### config.mk
export PLATFORM = sky130hd
export DESIGN_NAME = ach_converter
export DESIGN_NICKNAME = d
export VERILOG_FILES = /design/src/rtl/ach_pkg.sv /design/src/rtl/ach_quantizer.sv /design/src/rtl/ach_converter.sv
export SDC_FILE = /design/constraint.sdc
export NUM_CORES = 1
export LEC_CHECK = 0
export ABC_AREA = 1
export BUFFER_PORTS_ARGS = -buffer_cell sky130_fd_sc_hd__buf_2
export CORE_ASPECT_RATIO = 0.75
export CORE_UTILIZATION = 65
export DETAILED_ROUTE_END_ITERATION = 10
export GPL_TIMING_DRIVEN = 0
export PLACE_DENSITY = 0.84
export SETUP_SLACK_MARGIN = 0.4
export SLEW_MARGIN = 20
export SYNTH_ARGS = -nofsm -noshare
export SYNTH_HDL_FRONTEND = slang
export SYNTH_SLANG_ARGS = --single-unit
### constraint.sdc
create_clock -name clk_i -period 59.2 [get_ports clk_i]
set_clock_uncertainty 0.05 [all_clocks]
set_input_delay 2.96 -clock clk_i [delete_from_list [all_inputs] [get_ports clk_i]]
set_output_delay 2.96 -clock clk_i [all_outputs]
set_load 0.03 [all_outputs]
### src/rtl/ach_pkg.sv
// package: constants for the conversion handshake block
package ach_pkg;
    // ------------------------------------------------------------
    // data widths
    // ------------------------------------------------------------
    localparam int CODE_W = 8;
    localparam int ANALOG_W = 12;
    localparam logic [CODE_W-1:0] CODE_MAX = 8'hFF;
    localparam logic [CODE_W-1:0] CODE_RESET = 8'h00;
    // scale factor applied before division by the span
    localparam int SCALE_SHIFT = 8;

    // ------------------------------------------------------------
    // timing
    // ------------------------------------------------------------
    localparam int CLK_FREQ_MHZ = 40;
    localparam int CONV_TIME_US = 1;
    // least time: whole clock cycles, never below one cycle
    localparam int CONV_CYCLES_RAW = CONV_TIME_US * CLK_FREQ_MHZ;
    localparam int CONV_CYCLES = (CONV_CYCLES_RAW < 1) ? 1 : CONV_CYCLES_RAW;
    localparam int CNT_W = 8;

    // ------------------------------------------------------------
    // state encoding
    // ------------------------------------------------------------
    typedef enum logic [1:0] {
        ACH_IDLE,
        ACH_CONVERT,
        ACH_DONE
    } ach_state_t;
endpackage

### src/rtl/ach_quantizer.sv
// quantizer: maps an input sample against the reference span to a code
module ach_quantizer
    import ach_pkg::*;
#(
    parameter int AW = ANALOG_W,
    parameter int CW = CODE_W
) (
    input wire logic [AW-1:0] analog_in_i,
    input wire logic [AW-1:0] ref_hi_i,
    input wire logic [AW-1:0] ref_lo_i,
    output logic [CW-1:0] code_o
);
    // ------------------------------------------------------------
    // span and scaled quotient
    // ------------------------------------------------------------
    logic [AW-1:0] full_scale_span;
    logic [AW+SCALE_SHIFT-1:0] scaled;
    logic [AW+SCALE_SHIFT-1:0] quotient;

    // span taken as upper minus lower reference
    always_comb begin
        if (ref_hi_i > ref_lo_i) begin
            full_scale_span = ref_hi_i - ref_lo_i;
        end else begin
            full_scale_span = '0;
        end
    end

    // integer quotient of input times 256 over span, then clamp
    always_comb begin
        scaled = {analog_in_i, {SCALE_SHIFT{1'b0}}};
        if (full_scale_span == '0) begin
            quotient = '0;
        end else begin
            quotient = scaled / {{SCALE_SHIFT{1'b0}}, full_scale_span};
        end
        // zero input gives zero; unsigned input cannot go below it
        if (analog_in_i == '0) begin
            code_o = '0;
        end else if (full_scale_span == '0 || analog_in_i >= full_scale_span) begin
            code_o = CODE_MAX;
        end else if (quotient > {{(AW+SCALE_SHIFT-CW){1'b0}}, CODE_MAX}) begin
            code_o = CODE_MAX;
        end else begin
            code_o = quotient[CW-1:0];
        end
    end
endmodule

### src/rtl/ach_converter.sv
// converter control: start handshake, fixed conversion time, tri-state result
// Functional notes
// - done flag goes low on start and stays low while converting
// - conversion lasts one microsecond, then done flag returns high
// - after done returns high the finished code is presented on data outputs
// - data outputs driven while output_drive_enable, delayed three clocks, is high
// - span equals upper reference minus lower reference
// - code is integer of input times 256 over span, unsigned binary
module ach_converter
    import ach_pkg::*;
#(
    parameter int AW = ANALOG_W,
    parameter int CONV_CYC = CONV_CYCLES
) (
    input wire logic clk_i,
    input wire logic reset_n_i,
    input wire logic clk_en_i,
    input wire logic start_convert_i,
    input wire logic output_drive_enable_i,
    input wire logic [AW-1:0] analog_in_i,
    input wire logic [AW-1:0] ref_hi_i,
    input wire logic [AW-1:0] ref_lo_i,
    output logic conversion_done_o,
    output logic [CODE_W-1:0] code_out_o,
    output logic [CODE_W-1:0] code_out_oe_n_o
);
    // ------------------------------------------------------------
    // internal state
    // ------------------------------------------------------------
    ach_state_t state_q;
    logic [CNT_W-1:0] cnt_q;
    logic done_q;
    logic [CODE_W-1:0] result_q;
    logic [CODE_W-1:0] oe_n_q;

    // ------------------------------------------------------------
    // pin synchronisers
    // ------------------------------------------------------------
    // every pin but clk_i, reset_n_i and clk_en_i passes two flops before logic reads it; the first
    // stage may go metastable, so only the second stage reads it
    logic start_meta_q;
    logic start_sync_q;
    logic start_prev_q;
    logic oe_meta_q;
    logic oe_sync_q;
    logic [AW-1:0] ain_meta_q;
    logic [AW-1:0] ain_sync_q;
    logic [AW-1:0] hi_meta_q;
    logic [AW-1:0] hi_sync_q;
    logic [AW-1:0] lo_meta_q;
    logic [AW-1:0] lo_sync_q;

    // start request pin
    always_ff @(posedge clk_i or negedge reset_n_i) begin
        if (!reset_n_i) begin
            start_meta_q <= 1'b0;
            start_sync_q <= 1'b0;
        end else if (clk_en_i) begin
            start_meta_q <= start_convert_i;
            start_sync_q <= start_meta_q;
        end
    end

    // edge history; resets low like the idle pin, so reset makes no false edge
    always_ff @(posedge clk_i or negedge reset_n_i) begin
        if (!reset_n_i) begin
            start_prev_q <= 1'b0;
        end else if (clk_en_i) begin
            start_prev_q <= start_sync_q;
        end
    end

    // output enable pin
    always_ff @(posedge clk_i or negedge reset_n_i) begin
        if (!reset_n_i) begin
            oe_meta_q <= 1'b0;
            oe_sync_q <= 1'b0;
        end else if (clk_en_i) begin
            oe_meta_q <= output_drive_enable_i;
            oe_sync_q <= oe_meta_q;
        end
    end

    // sample and references: a word is only safe because the start edge, delayed
    // by the same two stages, qualifies it; the host holds them steady around start
    always_ff @(posedge clk_i or negedge reset_n_i) begin
        if (!reset_n_i) begin
            ain_meta_q <= '0;
            ain_sync_q <= '0;
            hi_meta_q <= '0;
            hi_sync_q <= '0;
            lo_meta_q <= '0;
            lo_sync_q <= '0;
        end else if (clk_en_i) begin
            ain_meta_q <= analog_in_i;
            ain_sync_q <= ain_meta_q;
            hi_meta_q <= ref_hi_i;
            hi_sync_q <= hi_meta_q;
            lo_meta_q <= ref_lo_i;
            lo_sync_q <= lo_meta_q;
        end
    end

    // ------------------------------------------------------------
    // start edge
    // ------------------------------------------------------------
    logic start_rise;
    logic busy;
    logic start_take;
    logic last_tick;

    // only the rising edge counts, so a held start makes one conversion
    assign start_rise = start_sync_q & ~start_prev_q;
    // a start edge during a conversion is dropped; the running one completes
    assign busy = (state_q == ACH_CONVERT);
    assign start_take = start_rise & ~busy;
    // final count of the conversion timer
    assign last_tick = busy & (cnt_q == '0);

    // ------------------------------------------------------------
    // sample capture and quantizer
    // ------------------------------------------------------------
    // sample is frozen at an accepted start so the result matches that instant
    logic [AW-1:0] sample_q;
    logic [AW-1:0] hi_q;
    logic [AW-1:0] lo_q;
    logic [CODE_W-1:0] quant_code;

    always_ff @(posedge clk_i or negedge reset_n_i) begin
        if (!reset_n_i) begin
            sample_q <= '0;
            hi_q <= '0;
            lo_q <= '0;
        end else if (clk_en_i && start_take) begin
            sample_q <= ain_sync_q;
            hi_q <= hi_sync_q;
            lo_q <= lo_sync_q;
        end
    end

    ach_quantizer #(
        .AW(AW),
        .CW(CODE_W)
    ) u_quant (
        .analog_in_i(sample_q),
        .ref_hi_i(hi_q),
        .ref_lo_i(lo_q),
        .code_o(quant_code)
    );

    // ------------------------------------------------------------
    // conversion sequencer
    // ------------------------------------------------------------
    // state: idle until the first start, done between conversions
    always_ff @(posedge clk_i or negedge reset_n_i) begin
        if (!reset_n_i) begin
            state_q <= ACH_IDLE;
        end else if (clk_en_i) begin
            case (state_q)
                ACH_IDLE: begin
                    if (start_take) begin
                        state_q <= ACH_CONVERT;
                    end
                end
                ACH_CONVERT: begin
                    if (last_tick) begin
                        state_q <= ACH_DONE;
                    end
                end
                ACH_DONE: begin
                    if (start_take) begin
                        state_q <= ACH_CONVERT;
                    end
                end
                default: begin
                    state_q <= ACH_IDLE;
                end
            endcase
        end
    end

    // conversion timer: loaded at start, counts down to zero
    always_ff @(posedge clk_i or negedge reset_n_i) begin
        if (!reset_n_i) begin
            cnt_q <= '0;
        end else if (clk_en_i) begin
            if (start_take) begin
                cnt_q <= CNT_W'(CONV_CYC - 1);
            end else if (busy && cnt_q != '0) begin
                cnt_q <= cnt_q - 1'b1;
            end
        end
    end

    // done flag: low for exactly the conversion time; start and the final
    // tick never fall in one cycle because a start is refused while busy
    always_ff @(posedge clk_i or negedge reset_n_i) begin
        if (!reset_n_i) begin
            done_q <= 1'b1;
        end else if (clk_en_i) begin
            if (start_take) begin
                done_q <= 1'b0;
            end else if (last_tick) begin
                done_q <= 1'b1;
            end
        end
    end

    // result register: loaded at the edge that raises done, so the host
    // never sees done high with a stale code
    always_ff @(posedge clk_i or negedge reset_n_i) begin
        if (!reset_n_i) begin
            result_q <= CODE_RESET;
        end else if (clk_en_i && last_tick) begin
            result_q <= quant_code;
        end
    end

    // ------------------------------------------------------------
    // tri-state data outputs
    // ------------------------------------------------------------
    // enable is active low per bit; reset releases the wire
    always_ff @(posedge clk_i or negedge reset_n_i) begin
        if (!reset_n_i) begin
            oe_n_q <= '1;
        end else if (clk_en_i) begin
            oe_n_q <= {CODE_W{~oe_sync_q}};
        end
    end

    // every output comes straight from a flop
    assign conversion_done_o = done_q;
    assign code_out_o = result_q;
    assign code_out_oe_n_o = oe_n_q;
endmodule

==> results_dict.tcl, run 1 <==
set metrics [dict create \
    syn_nets 2514 \
    finalCritPeriodShare_pct 77.2 \
    max_freq_mhz 21.9 \
    cts.path.max_buffers 3 \
    rsz0062_at_grt "false" \
    drt_iter0_drc 1332 \
    fin_nets 2602 \
    hp-class "reg -> reg" \
    crit_fanout 22 \
    setup-violations-final 0 \
    drive_gt1_share_pct 9.69 \
    totalWireLength_um 41100 \
    core_um2 23000 \
    seq_area_frac_synth_pct 21.8 \
    die_h_um 135 \
    via_count 15400 \
    insertion_delay_ns 0.47 \
    synth_warnings 0 \
    hpwl_um 31700 \
    cap_violations 0 \
    cts_setup_buffers 0 \
    route.met2.wl_um 18300 \
    h-tree-depth 4 \
    top_layer_used "met4" \
    finalWeightedCongestion 0.954 \
    grt_pass1_wl_um 67200 \
    tns_ns 0 \
    grt.overflow.total 0 \
    io_buffers 57 \
    diodes 0 \
    synth_area_um2 15300 \
    dr.pass1.iters 5 \
    async_reset_ff_share_pct 100 \
    synth_cells 2279 \
    met3_length_um 3240 \
    synth_edf_count 0 \
    chipWidth_um 179 \
    grt_pass1_vias 14100 \
    yosys-top-cells-area "dfrtp_1 21%, nand2_1 17%, ha_1 16%" \
    clk_pin_slew_worst_paths_ns 0.06 \
    start_util_pct 66.4 \
    fp-row-count 48 \
    cts_tree "built" \
    fin_util_pct 72.7 \
    worst_pin_slew_ns 1.08 \
    grt_max_degree 72 \
    io_pins 58 \
    antenna_found_initial 0 \
    hold_violations 0 \
    synth_top_area_share_pct 21.5 \
    critical_path.slowest_cell "clkbuf_2" \
    synth.most_common_cell "nand2_1" \
    drv_slew 0 \
    area_growth_syn_to_layout_pct 9.47 \
    ys.flop_type "dfrtp_1" \
    slowest_delay_ns 0.64 \
    fillCellCount 1839 \
    design.die.area_um2 24100 \
    cts.sinks 133 \
    status "finished clean" \
    grt_usage_pct 34.6 \
    ys_types 51 \
    drc 0 \
    cts-root-buf "clkbuf_16" \
    via_per_inst 5.74 \
    cts-resized-gates 0 \
    synth_common_cells "690 x nand2_1, 256 x inv_1, 196 x o21ai_0" \
    seqCellArea_um2 3330 \
    multi_input_area_um2 10600 \
    crit_path_frequent_cell "nand2_1" \
    required_ns 59.50 \
    cp-end-kind "register" \
    cp.arrival_ns 46.01 \
    cts_hold_buf 0 \
    wl_met1_um 19000 \
    max-slew-margin-rel_pct 27.5 \
    cts_buffers 25 \
    cp-start-kind "register" \
    drtAntennaViolNets 0 \
    finalCriticalPeriod_ns 45.71 \
    routedWlPerCell_um 15.4 \
    crit_type "reg -> reg" \
    synth_seq_cells 133 \
    syn_area_per_cell_um2 6.70 \
    synth_top_area_cell "dfrtp_1" \
]
[through the flow]
step	cell area, um^2	setup slack (ns)	hold WS (ns)	cells
4_1_cts	16700	14.22	0.407	2673
3_5_place_dp	16000	14.51	0.385	2640
2_1_floorplan	15300	21.21	0.356	2279
5_1_grt	16700	9.36	0.436	2673
3_3_place_gp	15900	15.08	0.393	2636
6_report	16700	13.49	0.406	2673
[critical path: cells and delay by family (launching register included)]
kind | cells | cell delay [ns]
simple gates | 116 | 12.39
fa+ha+maj | 22 | 7.18
compound gates | 99 | 17.15
buf+inv | 54 | 8.53
flops | 1 | 0.35
[path summary, 6_finish.rpt]
| path | startpoint | endpoint | slack [ns] | cells after the start |
|---|---|---|---|---|
| setup / recovery | hi_q[0]$_DFFE_PN0P_ | code_out_o[0]$_DFFE_PN0P_ | 13.49 | 291 |
| hold / removal | oe_sync_q$_DFFE_PN0P_ | code_out_oe_n_o[0]$_DFFE_PN1P_ | 0.41 | 1 |
| setup reg to reg | hi_q[0]$_DFFE_PN0P_ | code_out_o[0]$_DFFE_PN0P_ | 13.49 | 291 |
| hold reg to reg | oe_sync_q$_DFFE_PN0P_ | code_out_oe_n_o[0]$_DFFE_PN1P_ | 0.41 | 1 |
| max in group asynchronous | reset_n_i | code_out_o[1]$_DFFE_PN0P_ | 55.97 | 2 |
| min in group asynchronous | reset_n_i | hi_meta_q[10]$_DFFE_PN0P_ | 2.40 | 1 |
[final cells by class]
cell class | count | area share, %
clock inverter | 2 | 0.0599
multi-input combinational | 1810 | 63.5
tap | 300 | 2.25
sequential | 133 | 19.9
timing repair buffer | 61 | 2.16
clock buffer | 31 | 4.12
inverter | 273 | 6.17
buffer | 63 | 1.83
[cell usage in the layout (no fill, tap or decap), types with 6 or more instances in the layout]
cell type  count
or2_2          9
o21ai_0      196
o21ai_1       21
nor3_1        15
nand2_2       25
buf_2         60
nand3_2       24
nand3_1      121
inv_1        256
xnor2_1       71
nand4_1       32
nor2_4        13
dfrtp_1      131
nand2_1      690
xor2_1        50
buf_4          9
clkbuf_16     25
a21o_1        28
nand2_4        8
buf_6          6
clkbuf_1      42
nor2_1       115
o21bai_1      19
a21oi_1      113
nor2_2        12
ha_1         192
inv_2         12
nand3b_1       7
[routing by layer]
layer  vias to the layer above  GRT usage, %
li1                       7643             -
met1                      7139          48.7
met2                       519          55.0
met3                        50          6.53
met4                         0          7.53
met5                         -             0
[cells by family after synthesis]
kind of cell / after synthesis / synth area share (%)
buffers and inverters: 336 / 8.75
DFF: 133 / 21.8
adders and majority gates: 194 / 16.0
AOI/OAI and AO/OA: 411 / 14.9
and+or+nand+nor: 1084 / 31.6
xor gates and xnor gates: 121 / 6.94
[sequential cells by signal (all words and copies together), names as in the netlist, 2 cells and up]
signal / flops
code_out_o: 8
state_q: 2
lo_q: 12
ain_meta_q: 12
hi_q: 12
hi_sync_q: 12
lo_meta_q: 12
hi_meta_q: 12
sample_q: 12
cnt_q: 8
ain_sync_q: 12
lo_sync_q: 12
Power of run 1 is not shown: default switching activity piles up to over one toggle a cycle in this logic, so the estimate is an artifact.
==> run 2, diff against run 1 <==
--- a/config.mk
+++ b/config.mk
@@ -5,13 +5,13 @@
 export SDC_FILE = /design/constraint.sdc
 export NUM_CORES = 1
 export LEC_CHECK = 0
-export ABC_AREA = 1
+export ABC_AREA = 0
 export BUFFER_PORTS_ARGS = -buffer_cell sky130_fd_sc_hd__buf_2
 export CORE_ASPECT_RATIO = 0.75
-export CORE_UTILIZATION = 65
+export CORE_UTILIZATION = 59
 export DETAILED_ROUTE_END_ITERATION = 10
 export GPL_TIMING_DRIVEN = 0
-export PLACE_DENSITY = 0.84
+export PLACE_DENSITY = 0.8
 export SETUP_SLACK_MARGIN = 0.4
 export SLEW_MARGIN = 20
 export SYNTH_ARGS = -nofsm -noshare
==> constraint.sdc (replaced) <==
create_clock -name clk_i -period 38.7 [get_ports clk_i]
set_clock_uncertainty 0.05 [all_clocks]
set_input_delay 1.935 -clock clk_i [delete_from_list [all_inputs] [get_ports clk_i]]
set_output_delay 1.935 -clock clk_i [all_outputs]
set_load 0.03 [all_outputs]
==> run 2 against run 1 <==
Effect of this change: global-route usage increased by 4.4 points; largest cell class unchanged; maximum frequency grew 12%; count of clock-buffer cells in the layout down 13; non-clock buffer count rose by 263; the flow now finishes with violations (setup timing); via count is 19% higher; worst hold slack got worse by 0.025 ns.
==> results_dict.tcl, run 2 <==
set metrics [dict create \
    grt_usage_pct 39.0 \
    synth_common_cells "231 x nand2_1, 192 x ha_1, 163 x a21oi_1" \
    reg2regPathDepth 230 \
    cp-start-kind "register" \
    finalWeightedCongestion 0.959 \
    status "finished, violations left" \
    hpwl_um 37900 \
    drtAntennaViolNets 0 \
    cts-root-buf "clkbuf_16" \
    hold_depth 1 \
    chipWidth_um 195 \
    clk_pin_slew_worst_paths_ns 0.07 \
    syn_nets 2263 \
    drive_gt1_share_pct 32.0 \
    cts_tree "built" \
    cap_violations 0 \
    dr.pass1.iters 8 \
    async_reset_ff_share_pct 100 \
    finalCriticalPeriod_ns 40.67 \
    cp-end-kind "register" \
    critical_path.slowest_cell "a211oi_4" \
    antenna_found_initial 2 \
    core_um2 27200 \
    synth_seq_cells 133 \
    max_freq_mhz 24.6 \
    seq_area_frac_synth_pct 20.2 \
    fp-row-count 52 \
    fin_nets 2590 \
    insertion_delay_ns 0.43 \
    design.die.area_um2 28600 \
    crit_path_frequent_cell "buf_4" \
    drc 0 \
    setup-violations-final 2 \
    post-route-worst-setup-slack_ns -1.97 \
    die_h_um 147 \
    io_buffers 56 \
    hold_violations 0 \
    synth_warnings 0 \
    crit_type "reg -> reg" \
    finalCritPeriodShare_pct 105 \
    synth_top_area_cell "dfrtp_1" \
    final_common_cell "buf_4" \
    synth_edf_count 0 \
    via_per_inst 6.73 \
    ys_types 107 \
    h-tree-depth 4 \
    grt_max_degree 99 \
    synth.most_common_cell "nand2_1" \
    start_util_pct 60.5 \
    ys.flop_type "dfrtp_1" \
    crit_fanout 10 \
    syn_area_per_cell_um2 8.11 \
    violations "setup timing" \
    required_ns 38.96 \
    yosys-top-cells-area "dfrtp_1 20%, ha_1 15%, mux2_2 7.4%" \
    fin_util_pct 79.1 \
    routedWlPerCell_um 21.7 \
    max-slew-margin-rel_pct 13.4 \
    cts.path.max_buffers 2 \
    rsz0062_at_grt "true" \
    io_pins 58 \
    synth_cells 2028 \
    synth_top_area_share_pct 19.9 \
    drt_iter0_drc 2050 \
    cp.arrival_ns 40.93 \
    totalWireLength_um 59100 \
    area_growth_syn_to_layout_pct 30.8 \
    layout_common_cells "255 x buf_4, 217 x nand2_1, 156 x ha_1, 141 x nor2_1, 135 x a21oi_1" \
    hp-class "reg -> reg" \
    synth_area_um2 16400 \
    cts.sinks 133 \
    grt.overflow.total 0 \
    slowest_delay_ns 0.42 \
    cts_hold_buf 0 \
    cts_buffers 17 \
    fillCellCount 1693 \
    grt_pass1_vias 17300 \
    via_count 18300 \
    worst_pin_slew_ns 1.29 \
    drv_slew 0 \
    grt_pass1_wl_um 89100 \
]
## run 2: changes by cell type after synthesis, moves of 27 or more
cell	before	now
nand2_1	690	231
inv_1	256	71
mux2_2	0	108
o21ai_0	196	114
nand3_1	123	43
a21oi_1	113	163
nor3_1	15	58
a21o_1	28	68
nor2_1	115	155
o21a_1	5	42
nor2b_1	0	27
## run 2: worst paths after layout
check	startpoint	endpoint	slack (ns)
max	hi_q[0]$_DFFE_PN0P_	code_out_o[0]$_DFFE_PN0P_	-1.97
min	oe_sync_q$_DFFE_PN0P_	code_out_oe_n_o[0]$_DFFE_PN1P_	0.38
max reg2reg	hi_q[0]$_DFFE_PN0P_	code_out_o[0]$_DFFE_PN0P_	-1.97
min reg2reg	oe_sync_q$_DFFE_PN0P_	code_out_oe_n_o[0]$_DFFE_PN1P_	0.38
max in group asynchronous	reset_n_i	hi_meta_q[3]$_DFFE_PN0P_	36.55
min in group asynchronous	reset_n_i	lo_meta_q[4]$_DFFE_PN0P_	1.30
## run 2: cell families after synthesis
logic type / share of synthesized area (%)
AO/OA/AOI/OAI: 25.3
XOR/XNOR: 6.49
multiplexers: 9.49
flip-flops: 20.2
AND/OR/NAND/NOR: 19.9
adder cells (fa/ha/maj): 14.8
buffers and inverters: 3.73
## run 2: final cells by class
cell class	count	area, um^2	share of cell area (%)
Antenna cell	2	5.00	0.0233
Tap cell	351	439	2.04
Clock buffer	18	439	2.04
Multi-Input combinational cell	1745	14000	64.9
Inverter	71	270	1.26
Sequential cell	133	3330	15.5
Timing Repair Buffer	308	2240	10.4
Clock inverter	14	134	0.622
Buffer	79	703	3.27
## run 2: critical path, delay by kind of cell (launching register included)
| kind | cells | cell delay (ns) |
|---|---|---|
| buf+inv | 56 | 7.33 |
| flops | 1 | 0.37 |
| compound gates | 99 | 18.00 |
| xor+xnor | 1 | 0.13 |
| fa+ha+maj | 21 | 5.44 |
| mux | 6 | 1.75 |
| simple gates | 47 | 7.35 |
## run 2: through the flow
| step | area (um^2) | hold slack (ns) | std cells | setup TNS, ns | setup WS (ns) |
|---|---|---|---|---|---|
| after floorplan | 17100 | 0.338 | 2028 | -0.0177 | -0.0177 |
| after global placement | 17800 | 0.356 | 2435 | -9.93 | -5.33 |
| after detailed placement | 17900 | 0.384 | 2436 | -12.12 | -6.12 |
| after CTS | 20900 | 0.387 | 2675 | -0.603 | -0.603 |
| after global routing | 21500 | 0.388 | 2719 | -4.92 | -3.15 |
| final | 21500 | 0.380 | 2721 | -2.57 | -1.97 |
## run 2: timing repair
| action | in CTS | in global routing |
|---|---|---|
| endpoints found under the setup margin | 3 | 2 |
| endpoints found under the hold margin | 0 | 0 |
| gates resized for setup | 165 | 54 |
| cloned | 2 | 0 |
| setup buffers | 205 | 44 |
| pin swaps | 144 | 51 |
## run 2: metal layers
metal / vias up / GRT usage (%) / wire, um
li1: 8172 / - / -
met1: 8733 / 52.3 / 24000
met2: 1134 / 62.0 / 25900
met3: 282 / 7.67 / 6470
met4: 0 / 15.0 / 2760
met5: - / 0 / 0
Power of run 2 is left out for the same reason.
